==> config.mk <==
export PLATFORM = sky130hd
export DESIGN_NAME = external_irq_priority_ctrl
export DESIGN_NICKNAME = d
export VERILOG_FILES = /design/src/ext_req_channel.v /design/src/prio_select.v /design/src/external_irq_priority_ctrl.v
export VERILOG_INCLUDE_DIRS = /design/src
export SDC_FILE = /design/constraint.sdc
export NUM_CORES = 1
export LEC_CHECK = 0
export ABC_CLOCK_PERIOD_IN_PS = 3800
export BUFFER_PORTS_ARGS = -buffer_cell sky130_fd_sc_hd__clkbuf_2
export CAP_MARGIN = 20
export CORE_MARGIN = 2
export CORE_UTILIZATION = 48
export CTS_CLUSTER_DIAMETER = 40
export DETAILED_ROUTE_END_ITERATION = 7
export PLACE_DENSITY_LB_ADDON = 0.08
export SKIP_CTS_REPAIR_TIMING = 1
export SYNTH_ARGS = -nofsm -noshare
export SYNTH_HDL_FRONTEND = slang
export SYNTH_SLANG_ARGS = --single-unit
==> constraint.sdc <==
create_clock -name hclk -period 3.8 [get_ports hclk]
set_input_delay 0.19 -clock hclk [delete_from_list [all_inputs] [get_ports hclk]]
set_output_delay 0.19 -clock hclk [all_outputs]
set_load 0.005 [all_outputs]
==> src/irq_ctrl_defs.vh <==
`ifndef IRQ_CTRL_DEFS_VH
`define IRQ_CTRL_DEFS_VH

// register byte offsets, low 8 address bits decoded
`define OFS_SYS_CTRL 8'h00
`define OFS_SENSE 8'h04
`define OFS_ENABLE 8'h08
`define OFS_STATUS 8'h0c
`define OFS_PRIO_A 8'h10
`define OFS_PRIO_B 8'h14

// reset values
`define RST_SYS_CTRL 8'h09
`define RST_SENSE 8'h00
`define RST_ENABLE 8'h00
`define RST_STATUS 8'h00
`define RST_PRIO_A 8'h00
`define RST_PRIO_B 8'h00

// field positions
`define BIT_NONMASK_EDGE 2
`define BIT_PRIO_TMR8_CH01 7
`define BIT_PRIO_TMR8_CH23 6
`define BIT_PRIO_SERIAL_CH0 3
`define BIT_PRIO_SERIAL_CH1 2
`define STATUS_USED_MASK 8'h3f

// vector numbers
`define VEC_NONMASK 8'h07
`define VEC_EXT_BASE 8'h0c
`define VEC_SERIAL_CH0_BASE 8'h34
`define VEC_SERIAL_CH1_BASE 8'h38

// source counts
`define NUM_EXT 6
`define NUM_INT 27
`define NUM_SRC 33

`endif

==> src/ext_req_channel.v <==
`include "irq_ctrl_defs.vh"

module ext_req_channel (
    // clock and reset
    input wire hclk,
    input wire hresetn,
    // pin and configuration
    input wire req_pin_n,
    input wire sense_edge,
    input wire standby_clr,
    // software access
    input wire status_read,
    input wire status_write,
    input wire status_wdata,
    // exception acknowledge for this channel
    input wire ack,
    // state
    output reg flag_q
);

    reg sync1_q;
    reg sync2_q;
    reg prev_q;
    reg armed_q;
    wire set_ev;
    wire clr_ev;

    ////////////////////////////////////////////////////////////////////////
    // pin synchroniser, first stage read by second stage only
    always @(posedge hclk or negedge hresetn) begin
        if (!hresetn) begin
            sync1_q <= 1'b1;
            sync2_q <= 1'b1;
            prev_q <= 1'b1;
        end else begin
            sync1_q <= req_pin_n;
            sync2_q <= sync1_q;
            prev_q <= sync2_q;
        end
    end

    // level mode: pin low; edge mode: high to low
    assign set_ev = sense_edge ? (prev_q & ~sync2_q) : ~sync2_q;
    // software clear only after a read saw the flag set; auto clear on ack
    assign clr_ev = (status_write & ~status_wdata & armed_q)
        | (ack & (sense_edge | sync2_q));

    ////////////////////////////////////////////////////////////////////////
    // flag: standby clear wins over all; set wins over the write and ack clears in the same cycle
    always @(posedge hclk or negedge hresetn) begin
        if (!hresetn) begin
            flag_q <= 1'b0;
            armed_q <= 1'b0;
        end else if (standby_clr) begin
            flag_q <= 1'b0;
            armed_q <= 1'b0;
        end else begin
            if (set_ev) begin
                flag_q <= 1'b1;
            end else if (clr_ev) begin
                flag_q <= 1'b0;
            end
            // writing 1 never sets; a write consumes the read arming
            if (status_read) begin
                armed_q <= flag_q;
            end else if (status_write) begin
                armed_q <= 1'b0;
            end
        end
    end

endmodule

==> src/prio_select.v <==
`include "irq_ctrl_defs.vh"

module prio_select (
    // candidates, index order equals ascending vector number
    input wire [`NUM_SRC-1:0] req,
    input wire [`NUM_SRC-1:0] level,
    // result
    output reg found,
    output reg [5:0] index
);

    integer i;

    // scan from the top so the lowest index of the best level wins last
    always @* begin
        found = 1'b0;
        index = 6'h00;
        for (i = `NUM_SRC - 1; i >= 0; i = i - 1) begin
            if (req[i] & level[i]) begin
                found = 1'b1;
                index = i[5:0];
            end
        end
        if (!found) begin
            for (i = `NUM_SRC - 1; i >= 0; i = i - 1) begin
                if (req[i]) begin
                    found = 1'b1;
                    index = i[5:0];
                end
            end
        end
    end

endmodule

==> src/external_irq_priority_ctrl.v <==
`include "irq_ctrl_defs.vh"

// Behaviour
// - reset or hardware standby clears priority, status, enable and sense registers
// - prio_tmr8_ch01 places 8-bit timer channels 0/1 at high level
// - prio_tmr8_ch23 places 8-bit timer channels 2/3 at high level
// - prio_serial_ch0 places serial channel 0 at high level
// - prio_serial_ch1 places serial channel 1 at high level
// - priority B bits 5,4,1,0 store values without priority effect
// - status bits 7 and 6 ignore writes and read zero
// - status flag clears on write 0 after reading it as 1
// - level mode sets flag while request pin is low
// - edge mode sets flag on high to low pin transition
// - level mode flag clears on exception handling with pin high
// - edge mode flag clears on exception handling for that channel
// - enable bits 5..0 enable external channels individually
// - enable and sense bits 7,6 are plain storage
// - sense bit 0 selects low level, 1 selects falling edge
// - nonmaskable request ignores cpu masks and outranks everything
// - system control select bit picks nonmaskable pin edge
// - edge select resets to 0; 0 falling, 1 rising
// - nonmaskable request uses vector 7
// - external channels 0..5 use vectors 12..17
// - nonmaskable and channels 0..2 wake from software standby, others not
// - pins detected whatever their direction; software should keep them inputs
// - accepts 27 peripheral requests with levels from both priority registers
// - same level favours smaller vector; default order after reset
module external_irq_priority_ctrl (
    // clock and reset
    input wire hclk,
    input wire hresetn,
    // ahb-lite slave
    input wire hsel,
    input wire [31:0] haddr,
    input wire [1:0] htrans,
    input wire hwrite,
    input wire [2:0] hsize,
    input wire [31:0] hwdata,
    input wire hready,
    output wire hreadyout,
    output wire hresp,
    output reg [31:0] hrdata,
    // external pins
    input wire nonmask_pin,
    input wire [5:0] ext_req_pin_n,
    input wire hw_standby,
    // on-chip peripheral requests and power state
    input wire [26:0] periph_req,
    input wire sw_standby,
    // cpu exception logic
    input wire cpu_int_mask,
    input wire exc_ack,
    input wire [7:0] exc_ack_vector,
    output reg irq_req,
    output reg [7:0] irq_vector,
    output reg nonmask_req,
    output reg wake_req
);

    ////////////////////////////////////////////////////////////////////////
    // declarations

    reg [7:0] sys_ctrl_q;
    reg [7:0] sense_q;
    reg [7:0] enable_q;
    reg [7:0] prio_a_q;
    reg [7:0] prio_b_q;
    wire [5:0] ext_req_flag;
    wire [7:0] status_rd;

    reg stby_s1_q;
    reg stby_s2_q;
    reg nm_s1_q;
    reg nm_s2_q;
    reg nm_prev_q;
    reg nm_pend_q;

    reg wr_pend_q;
    reg rd_pend_q;
    reg [7:0] addr_q;
    wire addr_phase;
    wire wr_en;
    wire status_read;
    wire status_write;
    reg [7:0] rd_mux;

    wire [`NUM_SRC-1:0] src_req;
    reg [`NUM_SRC-1:0] src_lvl;
    wire sel_found;
    wire [5:0] sel_index;
    reg [7:0] sel_vector;
    wire nm_edge_sel;
    wire nm_event;
    wire ext_ack_any;
    wire [7:0] ack_offset;
    wire [5:0] ext_ack_hot;
    wire [5:0] ext_active;

    ////////////////////////////////////////////////////////////////////////
    // vector number per source index; ascending, so index order is priority
    // reserved vectors are skipped, so each group sits at its own base;
    // the table must stay ascending or the scan in prio_select would
    // favour a larger vector over a smaller one at the same level
    function [7:0] src_vector;
        input [5:0] idx;
        begin
            case (idx)
                6'd0, 6'd1, 6'd2, 6'd3, 6'd4, 6'd5:
                    src_vector = `VEC_EXT_BASE + {2'h0, idx};
                6'd6: src_vector = 8'h14;
                6'd7: src_vector = 8'h17;
                6'd8, 6'd9, 6'd10: src_vector = 8'h10 + {2'h0, idx};
                6'd11, 6'd12, 6'd13: src_vector = 8'h11 + {2'h0, idx};
                6'd14, 6'd15, 6'd16: src_vector = 8'h12 + {2'h0, idx};
                6'd17, 6'd18, 6'd19, 6'd20, 6'd21, 6'd22, 6'd23, 6'd24:
                    src_vector = 8'h13 + {2'h0, idx};
                6'd25, 6'd26, 6'd27, 6'd28:
                    src_vector = `VEC_SERIAL_CH0_BASE + {2'h0, idx} - 8'h19;
                6'd29, 6'd30, 6'd31, 6'd32:
                    src_vector = `VEC_SERIAL_CH1_BASE + {2'h0, idx} - 8'h1d;
                default: src_vector = 8'h00;
            endcase
        end
    endfunction

    ////////////////////////////////////////////////////////////////////////
    // synchronisers for hardware standby and the nonmaskable pin
    // these flops reset to the idle pin level, so releasing reset with
    // the pin high shows no false edge
    always @(posedge hclk or negedge hresetn) begin
        if (!hresetn) begin
            stby_s1_q <= 1'b0;
            stby_s2_q <= 1'b0;
            nm_s1_q <= 1'b1;
            nm_s2_q <= 1'b1;
            nm_prev_q <= 1'b1;
        end else begin
            stby_s1_q <= hw_standby;
            stby_s2_q <= stby_s1_q;
            nm_s1_q <= nonmask_pin;
            nm_s2_q <= nm_s1_q;
            nm_prev_q <= nm_s2_q;
        end
    end

    ////////////////////////////////////////////////////////////////////////
    // ahb-lite slave: writes zero wait, reads one wait state
    // the read wait lets read data come from a flop and still see a write
    // that completed in the cycle just before
    // hsize is ignored: every register is one whole word

    assign addr_phase = hsel & htrans[1] & hready;
    assign hreadyout = ~rd_pend_q;
    assign hresp = 1'b0;
    assign wr_en = wr_pend_q;
    assign status_write = wr_en & (addr_q == `OFS_STATUS);
    assign status_read = rd_pend_q & (addr_q == `OFS_STATUS);

    // address phase capture
    // only the low address byte is decoded, so the map repeats every 256 bytes
    always @(posedge hclk or negedge hresetn) begin
        if (!hresetn) begin
            wr_pend_q <= 1'b0;
            rd_pend_q <= 1'b0;
            addr_q <= 8'h00;
        end else begin
            wr_pend_q <= addr_phase & hwrite;
            rd_pend_q <= addr_phase & ~hwrite;
            if (addr_phase) begin
                addr_q <= haddr[7:0];
            end
        end
    end

    // flags clear through their own channel, never by a plain write
    // status reads show only the six flags
    assign status_rd = {2'b00, ext_req_flag} & `STATUS_USED_MASK;

    // read mux, unmapped offsets read zero
    // decoded from the captured address, not the live bus
    always @* begin
        case (addr_q)
            `OFS_SYS_CTRL: rd_mux = sys_ctrl_q;
            `OFS_SENSE: rd_mux = sense_q;
            `OFS_ENABLE: rd_mux = enable_q;
            `OFS_STATUS: rd_mux = status_rd;
            `OFS_PRIO_A: rd_mux = prio_a_q;
            `OFS_PRIO_B: rd_mux = prio_b_q;
            default: rd_mux = 8'h00;
        endcase
    end

    // read data register
    // only a read data phase loads it, so it holds until the next read
    always @(posedge hclk or negedge hresetn) begin
        if (!hresetn) begin
            hrdata <= 32'h00000000;
        end else if (rd_pend_q) begin
            hrdata <= {24'h000000, rd_mux};
        end
    end

    ////////////////////////////////////////////////////////////////////////
    // configuration registers; reserved bits are kept as plain storage
    // standby wins over a write in the same cycle, so software cannot
    // keep a value through it
    always @(posedge hclk or negedge hresetn) begin
        if (!hresetn) begin
            sys_ctrl_q <= `RST_SYS_CTRL;
            sense_q <= `RST_SENSE;
            enable_q <= `RST_ENABLE;
            prio_a_q <= `RST_PRIO_A;
            prio_b_q <= `RST_PRIO_B;
        end else if (stby_s2_q) begin
            sys_ctrl_q <= `RST_SYS_CTRL;
            sense_q <= `RST_SENSE;
            enable_q <= `RST_ENABLE;
            prio_a_q <= `RST_PRIO_A;
            prio_b_q <= `RST_PRIO_B;
        end else if (wr_en) begin
            case (addr_q)
                `OFS_SYS_CTRL: sys_ctrl_q <= hwdata[7:0];
                `OFS_SENSE: sense_q <= hwdata[7:0];
                `OFS_ENABLE: enable_q <= hwdata[7:0];
                `OFS_PRIO_A: prio_a_q <= hwdata[7:0];
                `OFS_PRIO_B: prio_b_q <= hwdata[7:0];
                default: sys_ctrl_q <= sys_ctrl_q;
            endcase
        end
    end

    ////////////////////////////////////////////////////////////////////////
    // external request channels; pins are sampled whatever their direction
    assign ext_ack_any = exc_ack & (exc_ack_vector >= `VEC_EXT_BASE)
        & (exc_ack_vector < `VEC_EXT_BASE + 8'h06);

    // distance of the acknowledged vector from channel 0, one-hot per channel
    assign ack_offset = exc_ack_vector - `VEC_EXT_BASE;
    assign ext_ack_hot = ext_ack_any ? (6'h01 << ack_offset[2:0]) : 6'h00;

    genvar ch;
    generate
        for (ch = 0; ch < `NUM_EXT; ch = ch + 1) begin : g_ext
            ext_req_channel u_chan (
                .hclk(hclk),
                .hresetn(hresetn),
                .req_pin_n(ext_req_pin_n[ch]),
                .sense_edge(sense_q[ch]),
                .standby_clr(stby_s2_q),
                .status_read(status_read),
                .status_write(status_write),
                .status_wdata(hwdata[ch]),
                .ack(ext_ack_hot[ch]),
                .flag_q(ext_req_flag[ch])
            );
        end
    endgenerate

    ////////////////////////////////////////////////////////////////////////
    // nonmaskable request: edge chosen by software, pending until acked
    // a level held on the pin raises one request only; a new edge is
    // needed for the next one
    assign nm_edge_sel = sys_ctrl_q[`BIT_NONMASK_EDGE];
    assign nm_event = nm_edge_sel ? (~nm_prev_q & nm_s2_q)
        : (nm_prev_q & ~nm_s2_q);

    // set wins over the acknowledge clear
    always @(posedge hclk or negedge hresetn) begin
        if (!hresetn) begin
            nm_pend_q <= 1'b0;
        end else if (nm_event) begin
            nm_pend_q <= 1'b1;
        end else if (exc_ack && exc_ack_vector == `VEC_NONMASK) begin
            nm_pend_q <= 1'b0;
        end
    end

    ////////////////////////////////////////////////////////////////////////
    // a channel takes part only while its flag and its enable are both set
    assign ext_active = ext_req_flag & enable_q[5:0];

    // candidate requests in ascending vector order
    assign src_req = {periph_req, ext_active};

    // priority level per candidate
    // bits 5, 4, 1 and 0 of priority B feed nothing here: they are
    // storage only
    always @* begin
        src_lvl[0] = prio_a_q[7];
        src_lvl[1] = prio_a_q[6];
        src_lvl[3:2] = {2{prio_a_q[5]}};
        src_lvl[5:4] = {2{prio_a_q[4]}};
        src_lvl[7:6] = {2{prio_a_q[3]}};
        src_lvl[10:8] = {3{prio_a_q[2]}};
        src_lvl[13:11] = {3{prio_a_q[1]}};
        src_lvl[16:14] = {3{prio_a_q[0]}};
        src_lvl[20:17] = {4{prio_b_q[`BIT_PRIO_TMR8_CH01]}};
        src_lvl[24:21] = {4{prio_b_q[`BIT_PRIO_TMR8_CH23]}};
        src_lvl[28:25] = {4{prio_b_q[`BIT_PRIO_SERIAL_CH0]}};
        src_lvl[32:29] = {4{prio_b_q[`BIT_PRIO_SERIAL_CH1]}};
    end

    // best candidate: level 1 first, then the smallest vector
    prio_select u_sel (
        .req(src_req),
        .level(src_lvl),
        .found(sel_found),
        .index(sel_index)
    );

    // vector of the chosen candidate
    always @* begin
        sel_vector = src_vector(sel_index);
    end

    ////////////////////////////////////////////////////////////////////////
    // registered request to the cpu; nonmaskable ignores mask and wins
    // cpu_int_mask stands for every mask bit of the core; how the core
    // derives it is outside this block
    always @(posedge hclk or negedge hresetn) begin
        if (!hresetn) begin
            irq_req <= 1'b0;
            irq_vector <= 8'h00;
            nonmask_req <= 1'b0;
            wake_req <= 1'b0;
        end else begin
            nonmask_req <= nm_pend_q;
            if (nm_pend_q) begin
                irq_req <= 1'b1;
                irq_vector <= `VEC_NONMASK;
            end else begin
                irq_req <= sel_found & ~cpu_int_mask;
                irq_vector <= sel_found ? sel_vector : 8'h00;
            end
            // only the nonmaskable input and channels 0..2 may wake
            // the mask does not hold off a wake: the core sorts that out once awake
            wake_req <= sw_standby
                & (nm_pend_q | (|ext_active[2:0]));
        end
    end

endmodule

# Word level (Yosys, flattened, before mapping)
# Index checks and enable logic that the tools add are counted.
# word_totals
out_inout_bits	45
ff_bits	105
wordCells	425
# classes
n_shift	1
n_addsub	10
n_eq_ne	38
bitwise_logic	100
order_cmp	2
mux	195
reduce_logical	30
# ops
operator	count
$mux W6	68
$mux W8	17
$mux W1	108
$eq A6 B5 Y1 const B	16
$pmux W8 S9	1
$and A1 B1 Y1	69
$eq A6 B4 Y1 const B	8
$pmux W8 S6	1
$add A5 B6 Y7 const A	4
$eq A6 B3 Y1 const B	4
$reduce_bool A3 Y1	7
$not A1 Y1	17
$eq A8 B3 Y1 const B	2
$eq A8 B4 Y1 const B	2
$eq A8 B5 Y1 const B	2
$sub A7 B5 Y8 const B	2
$add A6 B6 Y7 const A	2
$reduce_bool A2 Y1	7
$or A1 B1 Y1	13
$eq A6 B2 Y1 const B	2
$reduce_or A3 Y1	4
$reduce_and A2 Y1	5
$ge A8 B4 Y1 const B	1
$logic_not A8 Y1	1
other kinds (12)	13

# Longest topological paths before layout
# Gate-level depths: netlist of the first run.
# logic_depth
word_depth	73
ltp_mapped	19
depth_no_buf	17

# Cells and area by module
# Synthesis of the first run repeated with hierarchy kept, for this count alone.
# unflattened
hier_cells	666
area_unflattened_um2	6372.4
# by_module_without_submodules
mod	cells_per_inst	area_each_um2	instances	seq_area_each_um2
external_irq_priority_ctrl	432	4364.2	1	1858.0
ext_req_channel	13	177.7	6	128.9
prio_select	156	942.2	1	0.0

# Least setup slack after synthesis of the first run
# Ideal clock, no wire load.
# synth_path
path_kind	flip-flop to flip-flop
from	register prio_b_q[6]
to	register irq_vector[4]
stages_incl_launch_ff	17
setup_ns	0.120
arrival_time_ns	3.806
n_path_buf	2
setup_slack_ns	-0.126
period_less_slack_ns	3.926
path_cell_list	dfrtp_1 -> buf_2 -> a22oi_1 -> nand4_1 -> or3_4 -> nor4_1 -> o21ai_0 -> o211ai_1 -> inv_1 -> ha_1 -> o221a_2 -> a21oi_1 -> clkbuf_1 -> a21oi_1 -> a311oi_1 -> nand4_1 -> and3_1
# synth_via
elab_chain_cells	65
elab_cells_between_ends	141
cone_classes	9 x add/sub; 32 x eq/ne; 88 x mux; 4 x bitwise; 8 x reduce/logical
# synth_lines
element	line_no	source
start, declared	external_irq_priority_ctrl.v:67	reg [7:0] prio_b_q;
start signal, assigned	external_irq_priority_ctrl.v:213	prio_b_q <= `RST_PRIO_B;
start signal, assigned	external_irq_priority_ctrl.v:219	prio_b_q <= `RST_PRIO_B;
start signal, assigned	external_irq_priority_ctrl.v:226	`OFS_PRIO_B: prio_b_q <= hwdata[7:0];
$and A1 B1 Y1	prio_select.v:19	if (req[i] & level[i]) begin
$mux W6 (25 in series)	prio_select.v:19	
$mux W6 (33 in series)	prio_select.v:26	if (req[i]) begin
$mux W6	prio_select.v:24	if (!found) begin
$add A6 B6 Y7 (no line), or another cell as far along	n/a	
$sub A7 B5 Y8 (no line), or another cell as far along	n/a	
$pmux W8 S9	external_irq_priority_ctrl.v:107	case (idx)
$mux W8 (*)	external_irq_priority_ctrl.v:333	irq_vector <= sel_found ? sel_vector : 8'h00;
$mux W8 (*)	external_irq_priority_ctrl.v:328	if (nm_pend_q) begin
end signal, assigned	external_irq_priority_ctrl.v:330	irq_vector <= `VEC_NONMASK;
end signal, assigned	external_irq_priority_ctrl.v:333	
end, declared	external_irq_priority_ctrl.v:55	output reg [7:0] irq_vector,
# Every way passes the cells marked *; elsewhere a longest branch is shown, timed or not.
# A chain may end at the register's enable or synchronous reset.

# Worst setup path after layout of the first run
# layout_path
from	register prio_b_q[3]
to	register irq_vector[2]
# layout_via
elab_chain_cells	69
elab_cells_between_ends	149
cone_classes	9 x add/sub; 32 x eq/ne; 96 x mux; 4 x bitwise; 8 x reduce/logical
# layout_lines
element	line_no
$and A1 B1 Y1	prio_select.v:19
$mux W6 (29 in series)	prio_select.v:19
$mux W6 (33 in series)	prio_select.v:26
$mux W6	prio_select.v:24
$add A6 B6 Y7 (no line), or another cell as far along	n/a
$sub A7 B5 Y8 (no line), or another cell as far along	n/a
$pmux W8 S9	external_irq_priority_ctrl.v:107
$mux W8 (*)	external_irq_priority_ctrl.v:333
$mux W8 (*)	external_irq_priority_ctrl.v:328
# Marked as above.

==> metrics.md, run 1 <==
| Metric | Value |
|---|---|
| Outcome | finished with violations |
| Failing checks | negative hold slack |
| Combinational power share | 16.3% |
| Clock network power share | 36.0% |
| Count of flip-flops with a built-in enable after synthesis | 0 |
| Final period utilization | 97.17% |
| Worst-Skew Late Latency | 350 ps |
| DP HPWL | 13.77 mm |
| Via count | 5949 |
| Largest net degree at the start of global routing | 74 |
| Post-Syn Instances | 684 |
| Number of global-route vias before repair | 5899 |
| Final Wtd Congestion | 0.9353 |
| Pin slew with the least headroom to its limit | 1040 ps |
| Switching portion of total power | 29.03% |
| Post-route antenna net violation count | 0 |
| Initial core utilization | 49.52% |
| Critical path arrival | 3940 ps |
| Num rows | 41 |
| Crit Path Class | flip-flop to flip-flop |
| Remaining Overflow, GRT | 0 |
| DR vias/cell | 5.742 |
| Worst path cell trace | and2_1 > or2_1 > or3_4 > nor3_4 > a22oi_1 > buf_4 > ha_1 > o21ai_0 > a21boi_2 > buf_4 > a21o_4 > buf_4 > a211o_1 > o31ai_1 > nand3_1 > a21o_1 |
| Core Footprint | 12670 µm² |
| Max Root-Sink Buffers | 2 |
| Synth cell types | 74 |
| Worst path bufs/invs | 3 |
| P_sw | 0.0007372 W |
| MaxCap Viol Count | 0 |
| Total wire length | 18.36 mm |
| Die height | 118.3 µm |
| Power Density | 316.6 nW/µm² |
| Number of synthesized register bits | 104 |
| Sequential area share after synthesis | 41.93% |
| Seq pwr share | 47.7% |
| CP max FO | 9 |
| Share of flip-flops with an asynchronous set or reset | 100.0% |
| Root Buffer | clkbuf_16 |
| Final hold slack | -47.67 ps |
| Setup violators final | 0 |
| Chip width | 118.3 µm |
| Fraction of layout cells with a size suffix above 1 | 32.29% |
| CP most frequent cell | buf_4 |
| Worst setup EP type | flip-flop |
| Clk_skew | 7.754 ps |
| Initial antenna violation count | 0 |
| Syn. warnings | 0 |
| Iter 0 DRT Violations | 433 |
| Int Power | 0.001802 W |
| Final Non-Filler Cells | 1036 |
| Leak pwr | 3.694 nW |
| Final Slew Violations | 0 |
| Sink Count | 104 |
| Crit path max-delay family | compound AO/OA/AOI/OAI gates |
| VDD IR-drop max | 0.2928 mV |
| Slew Limit Headroom | 30.69% |
| CP startpoint kind | flip-flop |
| Area growth syn-to-layout | 27.82% |
| First-pass GRT wire length | 29.81 mm |
| CTS tree | done |
| Min-Delay Path Class | input pin to asynchronous set/reset pin |
| Syn Std Cell Area | 6275 µm² |
| Drt pass-1 iters | 5 |
| Clk slew on worst S/H paths | 80 ps |
| Final hold viol count | 27 |
| Tmin final | 3693 ps |
| Port bufs | 86 |
| H-tree depth | 3 |
| Highest clock rate | 270.8 MHz |
| Global Route Usage Sum | 26.58% |
| DRC | 0 |
| Num CTS Buffers | 9 |
| CP peak stage delay | 440 ps |
| Ys flop type | dfrtp_1 |
| Final net count | 997 |
| Drt wl/cell | 17.72 µm |
| Mean Syn Cell Area | 9.174 µm² |
| DP Cell Count | 1004 |
| Ant. Diodes | 0 |
| Die ar. | 14000 µm² |
| WP data required | 4050 ps |
| I/O pins | 165 |
| Max stage delay cell, worst path | dfrtp_1 |
## cell usage in the layout, fill, tap and decap left out, drive strengths merged, types with 27 or more instances in the layout
master | netlist | routed
buf | 31 | 99
nor2 | 82 | 82
a21oi | 38 | 38
nand3 | 27 | 27
dfrtp | 81 | 81
clkbuf | 22 | 94
o21ai | 40 | 40
mux2i | 40 | 40
inv | 27 | 33
nand2 | 58 | 58
## cell families after synthesis
family | synth area share [%]
buf+inv | 6.500
mux | 7.996
flops | 41.93
other cells | 0.05976
compound gates | 21.10
fa+ha+maj | 3.709
simple gates | 18.70
## registers in the layout (all words and copies together), names as in the netlist, 6 cells and up
register              cells
irq_vector                7
addr_q                    8
g_ext.u_chan.flag_q       6
prio_b_q                  8
enable_q                  8
g_ext.u_chan.sync1_q      6
prio_a_q                  8
g_ext.u_chan.sync2_q      6
sense_q                   8
g_ext.u_chan.armed_q      6
sys_ctrl_q                8
hrdata                    8
g_ext.u_chan.prev_q       6
## area by class of cell
| type | instances | area, µm² |
|---|---|---|
| Fill cell | 1108 | 4651 |
| Tap cell | 172 | 215.2 |
| Inverter | 27 | 101.3 |
| Sequential cell | 104 | 2639 |
| Clock inverter | 7 | 61.31 |
| Multi-Input combinational cell | 525 | 3511 |
| Clock buffer | 9 | 225.2 |
| Timing Repair Buffer | 192 | 1267 |
## worst paths after layout
check / startpoint / to / slack, ps / depth (start not counted)
setup reg to reg: prio_b_q[3] / irq_vector[2] / 110 / 16
max in group asynchronous: hresetn / sys_ctrl_q[0] / 2790 / 2
setup / recovery: prio_b_q[3] / irq_vector[2] / 110 / 16
hold / removal: hresetn / hrdata[4] / -50 / 1
min in group hclk: hwrite / rd_pend_q / 10 / 2
hold reg to reg: stby_s1_q / stby_s2_q / 350 / 0
## metal layers
layer	track usage, %	wire length, µm	up-vias
met5	0	0	-
met4	8.886	381	0
met3	3.958	825	31
met2	44.36	9074	193
met1	35.42	8079	2908
li1	-	-	2817
## Yosys cell counts (10+ instances only)
cell	instances	area, µm²
a21oi_1	38	190.2
a22oi_1	16	120.1
a31oi_1	10	62.56
buf_4	26	195.2
clkbuf_1	22	82.58
dfrtp_1	81	2027
dfstp_2	23	604.3
ha_1	17	212.7
inv_1	26	97.59
mux2i_1	40	400.4
nand2_1	58	217.7
nand3_1	27	135.1
nor2_1	81	304.0
o21ai_0	37	185.2
## power groups by stage
stage | Sequential (W) | Clock [W] | Combinational, W
3_3_place_gp | 0.00123 | 0 | 0.000365
3_5_place_dp | 0.00123 | 0 | 0.000369
5_1_grt | 0.00122 | 0.000974 | 0.000454
2_1_floorplan | 0.00119 | 0 | 0.000225
4_1_cts | 0.00121 | 0.000932 | 0.000371
6_report | 0.00121 | 0.000914 | 0.000415
## stage by stage
step	cell area (µm²)	worst slack (ps)	power [W]	setup TNS, ps	utilization, %
floorplan	6377	9.606	0.001417	0	-
global placement	7397	-130.5	0.001595	-724.4	58.38
detailed placement	7397	-106.3	0.001602	-532.3	58.38
CTS	7684	-121.5	0.002515	-625.7	60.64
global route	8020	-76.57	0.002647	-237.2	63.30
finish	8020	107.5	0.002539	0	63.30
No activity file was read; power rests on OpenSTA's default activity.
==> inputs of run 2 (changes only) <==
==> constraint.sdc (replaced) <==
create_clock -name hclk -period 3.8 [get_ports hclk]
set_input_delay 0.38 -clock hclk [delete_from_list [all_inputs] [get_ports hclk]]
set_output_delay 0.38 -clock hclk [all_outputs]
set_load 0.005 [all_outputs]
==> run 2 against run 1 <==
The flow now finishes without violations; clock skew rose by 1.1 ps; die area stayed put; fmax is 1.8% higher; final area rose by 2.6%; critical path depth is 1 lower; non-clock buffer count is 25 higher; wire length is 3.7% higher; critical endpoint is now irq_vector[4].
==> metrics.md, run 2 (synthesized netlist as in run 1, its figures left out) <==
| Metric | Value |
|---|---|
| Final net count | 1022 (+2.5%) |
| Via count | 6181 (+3.9%) |
| CP max FO | 5 (-4) |
| Number of global-route vias before repair | 6038 (+2.4%) |
| DP HPWL | 14.35 mm (+4.2%) |
| Num CTS Buffers | 9 (unchanged) |
| Final hold slack | 96.45 ps (+144.1 ps) |
| Final WS setup | 171.5 ps (+64.04 ps) |
| Critical path arrival | 3880 ps (-60 ps) |
| Sink Count | 104 (unchanged) |
| DRC | 0 (unchanged) |
| Root Buffer | clkbuf_16 |
| Drt pass-1 iters | 5 (unchanged) |
| Die ar. | 14000 µm² (unchanged) |
| Iter 0 DRT Violations | 447 (+3.2%) |
| RSZ-0062 raised after global routing | true |
| Post-DP Area | 7671 µm² (+3.7%) |
| Ant. Diodes | 0 (unchanged) |
| Final period utilization | 95.49% (-1.7 points) |
| MaxCap Viol Count | 0 (unchanged) |
| H-tree depth | 3 (unchanged) |
| Min-Delay Path Class | input pin to asynchronous set/reset pin |
| Final Slew Violations | 0 (unchanged) |
| Pin slew with the least headroom to its limit | 1074 ps (+34.71 ps) |
| Power Density | 312.6 nW/µm² (-1.3%) |
| Tmin final | 3628 ps (-64.04 ps) |
| Drt wl/cell | 17.95 µm (+1.3%) |
| Worst-Skew Late Latency | 350 ps (about the same) |
| Highest-count cells in the layout ignoring fill and taps | buf_4, clkbuf_2, nor2_1 |
| Port bufs | 86 (unchanged) |
| Global-route met2 utilization | 45.45% (+1.1 points) |
| Num rows | 41 (unchanged) |
| Clk slew on worst S/H paths | 80 ps (about the same) |
| WP data required | 4050 ps (about the same) |
| Worst setup EP type | flip-flop |
| First-pass GRT wire length | 30.30 mm (+1.6%) |
| Leak pwr | 3.831 nW (+3.7%) |
| Max Root-Sink Buffers | 2 (unchanged) |
| Die height | 118.3 µm (unchanged) |
| Largest net degree at the start of global routing | 62 (-16%) |
| CP startpoint kind | flip-flop |
| Cell area after layout | 8228 µm² (+2.6%) |
| Initial core utilization | 49.52% (unchanged) |
| Core Footprint | 12670 µm² (unchanged) |
| I/O pins | 165 (unchanged) |
| Remaining Overflow, GRT | 0 (unchanged) |
| Initial antenna violation count | 0 (unchanged) |
| Post-route antenna net violation count | 0 (unchanged) |
| Highest clock rate | 275.6 MHz (+1.8%) |
| Global routing's busiest layer | met2 |
| Clk_skew | 8.846 ps (+1.092 ps) |
| Most common cell after layout, fill and taps aside | buf_4 |
| Overall power | 0.002572 W (+1.3%) |
| M1 GR Usage | 36.07% (+0.65 points) |
| VDD IR-drop max | 0.3086 mV (+5.4%) |
| DR vias/cell | 5.826 (+1.5%) |
| Grt met3 use | 3.523% (-0.43 points) |
| Post-Place Worst Slack | -263.9 ps (-157.6 ps) |
| Area growth syn-to-layout | 31.13% |
| Chip width | 118.3 µm (unchanged) |
| CTS tree | done |
| Slew Limit Headroom | 28.37% (-2.3 points) |
| Total wire length | 19.05 mm (+3.7%) |
| Fin util | 64.94% (+1.6 points) |
| Global Route Usage Sum | 27.04% (+0.46 points) |
| Fraction of layout cells with a size suffix above 1 | 34.98% (+2.7 points) |
| Crit Path Class | flip-flop to flip-flop |
| Final hold viol count | 0 (-100%) |
| Final Wtd Congestion | 0.8947 (-4.3%) |
| Setup violators final | 0 (unchanged) |
| Outcome | finished, final reports clean |
## run 2: cell types whose count changed in the layout (fill, tap and decap cells not counted), sizes merged
| cell | delta |
|---|---|
| buf | +33 |
| clkinv | +1 |
| dlygate4sd3 | -8 |
| inv | -1 |
## run 2: per-stage QoR
stage,TNS [ps],instances
floorplan,0,709
global placement,-1223,1037
detailed placement,-1504,1037
CTS,-798.7,1053
global route,-32.81,1061
finish,0,1061
## run 2: critical path: stages (launching register included)
cell and delay, ps:
dfrtp_2 460, and2_4 160, or2_1 220, or3_4 410, nor3_4 210, o211ai_1 120
nor2b_4 170, ha_4 170, or2_4 250, o22ai_2 110, a21boi_2 100, fa_2 390
and3_4 170, a311oi_4 280, nand4_1 140, and3_1 190
## run 2: path summary, 6_finish.rpt
kind | depth (start not counted) | slack, ps | to | startpoint
setup / recovery | 15 | 170 | irq_vector[4] | prio_b_q[3]
hold / removal | 1 | 100 | hrdata[7] | hresetn
setup reg to reg | 15 | 170 | irq_vector[4] | prio_b_q[3]
hold reg to reg | 0 | 360 | g_ext[2].u_chan.sync2_q | g_ext[2].u_chan.sync1_q
max in group asynchronous | 2 | 2830 | nm_s2_q | hresetn
min in group hclk | 1 | 100 | g_ext[0].u_chan.sync1_q | ext_req_pin_n[0]
## run 2: layer usage
layer | up-vias | routed length [µm]
met4 | 0 | 423
met2 | 243 | 9426
met5 | - | 0
met3 | 38 | 912
li1 | 2870 | -
met1 | 3030 | 8288
## run 2: power breakdown
part	internal [W]	switching [W]	total, W
logic	0.000204	0.000230	0.000434
registers	0.00115	0.0000594	0.00121
clock network	0.000466	0.000461	0.000927
total	0.00182	0.000750	0.00257
## run 2: area by class of cell
class | instances | area, µm²
Timing Repair Buffer | 217 | 1433
Multi-Input combinational cell | 525 | 3550
Inverter | 27 | 101.3
Clock inverter | 7 | 68.82
Fill cell | 1099 | 4443
Tap cell | 172 | 215.2
Sequential cell | 104 | 2635
Clock buffer | 9 | 225.2
==> inputs of run 3 (changes only) <==
--- a/config.mk
+++ b/config.mk
@@ -7,7 +7,7 @@
 export NUM_CORES = 1
 export LEC_CHECK = 0
 export ABC_CLOCK_PERIOD_IN_PS = 3800
-export BUFFER_PORTS_ARGS = -buffer_cell sky130_fd_sc_hd__clkbuf_2
+export BUFFER_PORTS_ARGS = -buffer_cell sky130_fd_sc_hd__buf_2
 export CAP_MARGIN = 20
 export CORE_MARGIN = 2
 export CORE_UTILIZATION = 48
==> run 3 against run 2 <==
Count of clock-buffer cells in the layout stayed put; total power is 0.94% lower; die area stayed put; highest routed layer unchanged; core utilization is 1.1 points lower.
==> metrics.md, run 3 (synthesized netlist as in run 1, its figures left out) <==
| Metric | Value |
|---|---|
| DP HPWL | 14.04 mm (-2.2%) |
| Clk slew on worst S/H paths | 80 ps (about the same) |
| Initial antenna violation count | 0 (unchanged) |
| Global Route Usage Sum | 26.38% (-0.66 points) |
| Largest net degree at the start of global routing | 63 (+1.6%) |
| Worst setup EP type | flip-flop |
| Combinational power share | 15.8% (-1.1 points) |
| I/O pins | 165 (unchanged) |
| Die ar. | 14000 µm² (unchanged) |
| Post-route antenna net violation count | 0 (unchanged) |
| DRC | 0 (unchanged) |
| Core Footprint | 12670 µm² (unchanged) |
| Filler cell count | 1105 (+0.55%) |
| Sink Count | 104 (unchanged) |
| Highest clock rate | 272.1 MHz (-1.3%) |
| Ant. Diodes | 0 (unchanged) |
| First-pass GRT wire length | 29.51 mm (-2.6%) |
| Tmin final | 3675 ps (+46.78 ps) |
| Fin util | 63.83% (-1.1 points) |
| Int Power | 0.001806 W (-0.84%) |
| CP max FO | 4 (-1) |
| MaxCap Viol Count | 0 (unchanged) |
| Root Buffer | clkbuf_16 |
| Crit Path Class | flip-flop to flip-flop |
| Via count | 6000 (-2.9%) |
| Initial core utilization | 49.52% (unchanged) |
| Power Density | 315.0 nW/µm² (+0.77%) |
| DR vias/cell | 5.693 (-2.3%) |
| Remaining Overflow, GRT | 0 (unchanged) |
| Overall power | 0.002547 W (-0.94%) |
| Final net count | 1015 (-0.68%) |
| Pin slew with the least headroom to its limit | 1076 ps (+2.090 ps) |
| Seq pwr share | 47.5% (+0.4 points) |
| Switching portion of total power | 29.10% (-0.074 points) |
| P_sw | 0.0007414 W (-1.2%) |
| Leak pwr | 3.766 nW (-1.7%) |
| Highest-count cells in the layout ignoring fill and taps | buf_4, buf_2, nor2_1 |
| Num rows | 41 (unchanged) |
| Critical path arrival | 3920 ps (+40 ps) |
| Final Slew Violations | 0 (unchanged) |
| Slew Limit Headroom | 28.23% (-0.14 points) |
| Final period utilization | 96.72% (+1.2 points) |
| Final hold viol count | 0 (unchanged) |
| Clk_skew | 10.06 ps (+1.217 ps) |
| Drt wl/cell | 17.22 µm (-4.1%) |
| Most common cell after layout, fill and taps aside | buf_4 |
| Iter 0 DRT Violations | 388 (-13%) |
| Num CTS Buffers | 9 (unchanged) |
| Total wire length | 18.15 mm (-4.7%) |
| Max Root-Sink Buffers | 2 (unchanged) |
| Setup violators final | 0 (unchanged) |
| Worst-Skew Late Latency | 360 ps (about the same) |
| Chip width | 118.3 µm (unchanged) |
| Outcome | finished, final reports clean |
| Clock network power share | 36.7% (+0.7 points) |
| Area growth syn-to-layout | 28.89% |
| WP data required | 4050 ps (about the same) |
| Fraction of layout cells with a size suffix above 1 | 34.13% (-0.86 points) |
| Die height | 118.3 µm (unchanged) |
| Drt pass-1 iters | 5 (unchanged) |
| Port bufs | 86 (unchanged) |
| VDD IR-drop max | 0.4007 mV (+30%) |
| H-tree depth | 3 (unchanged) |
| Number of global-route vias before repair | 5792 (-4.1%) |
| CP startpoint kind | flip-flop |
| Final Wtd Congestion | 0.9074 (+1.4%) |
| CTS tree | done |
| Min-Delay Path Class | input pin to asynchronous set/reset pin |
run 3: changes by cell type in the layout (fill, tap and decap cells not counted), moves of 2 or more:
cell      delta
buf_2       +85
buf_4        -7
clkbuf_2    -85
clkinv_8     +2
ha_2         +3
ha_4         -4
inv_6        +3
inv_8        -3
run 3: worst max-delay path: stages, from the launching register on:
cell and delay (ps):
dfrtp_2 450, buf_4 160, o211a_1 100, a211oi_1 390, o211ai_1 220, a221oi_2 340, nor2b_4 80, ha_2 180
or2_2 310, buf_4 150, o221a_2 240, a21oi_4 140, buf_6 130, o21ai_0 60, a211o_1 260, o31ai_1 70
nand3_1 110, a21o_1 190
run 3: path summary, 6_finish.rpt:
path	startpoint	end	slack, ps	depth (start not counted)
setup / recovery	prio_b_q[3]	irq_vector[2]	120	17
hold / removal	hresetn	hrdata[7]	100	1
setup reg to reg	prio_b_q[3]	irq_vector[2]	120	17
hold reg to reg	g_ext[0].u_chan.sync1_q	g_ext[0].u_chan.sync2_q	360	0
max in group asynchronous	hresetn	nm_s2_q	2830	2
min in group hclk	ext_req_pin_n[0]	g_ext[0].u_chan.sync1_q	110	1
run 3: cell type report:
type	instances	area [µm²]	area share [%]
Sequential cell	104	2636	32.60
Timing Repair Buffer	210	1375	17.00
Clock buffer	9	225.2	2.785
Inverter	27	101.3	1.253
Tap cell	172	215.2	2.661
Multi-Input combinational cell	525	3456	42.73
Clock inverter	7	78.83	0.9746
run 3: layer usage:
layer | wire [µm] | global-route usage [%] | up-vias
met3 | 716 | 3.427 | 26
met5 | 0 | 0 | -
met1 | 8257 | 36.22 | 2948
li1 | - | - | 2854
met4 | 319 | 7.304 | 0
met2 | 8860 | 43.89 | 172
run 3: power by group through the flow:
stage / Clock [W] / Sequential [W] / Combinational, W
after detailed placement: 0 / 0.00123 / 0.000383
final: 0.000935 / 0.00121 / 0.000403
after global placement: 0 / 0.00123 / 0.000377
after CTS: 0.000953 / 0.00121 / 0.000385
after floorplan: 0 / 0.00119 / 0.000227
after global routing: 0.00100 / 0.00122 / 0.000445
run 3: through the flow:
stage / area, µm² / TNS (ps) / worst slack (ps) / hold slack [ps] / std cells
4_1_cts: 7925 / -577.0 / -163.1 / 103.9 / 1048
3_5_place_dp: 7621 / -1136 / -236.6 / 347.2 / 1032
5_1_grt: 8088 / -6.655 / -5.338 / 95.60 / 1054
2_1_floorplan: 6391 / 0 / 6.430 / 84.41 / 709
3_3_place_gp: 7621 / -919.1 / -176.6 / 337.8 / 1032
6_report: 8088 / 0 / 124.8 / 100.7 / 1054
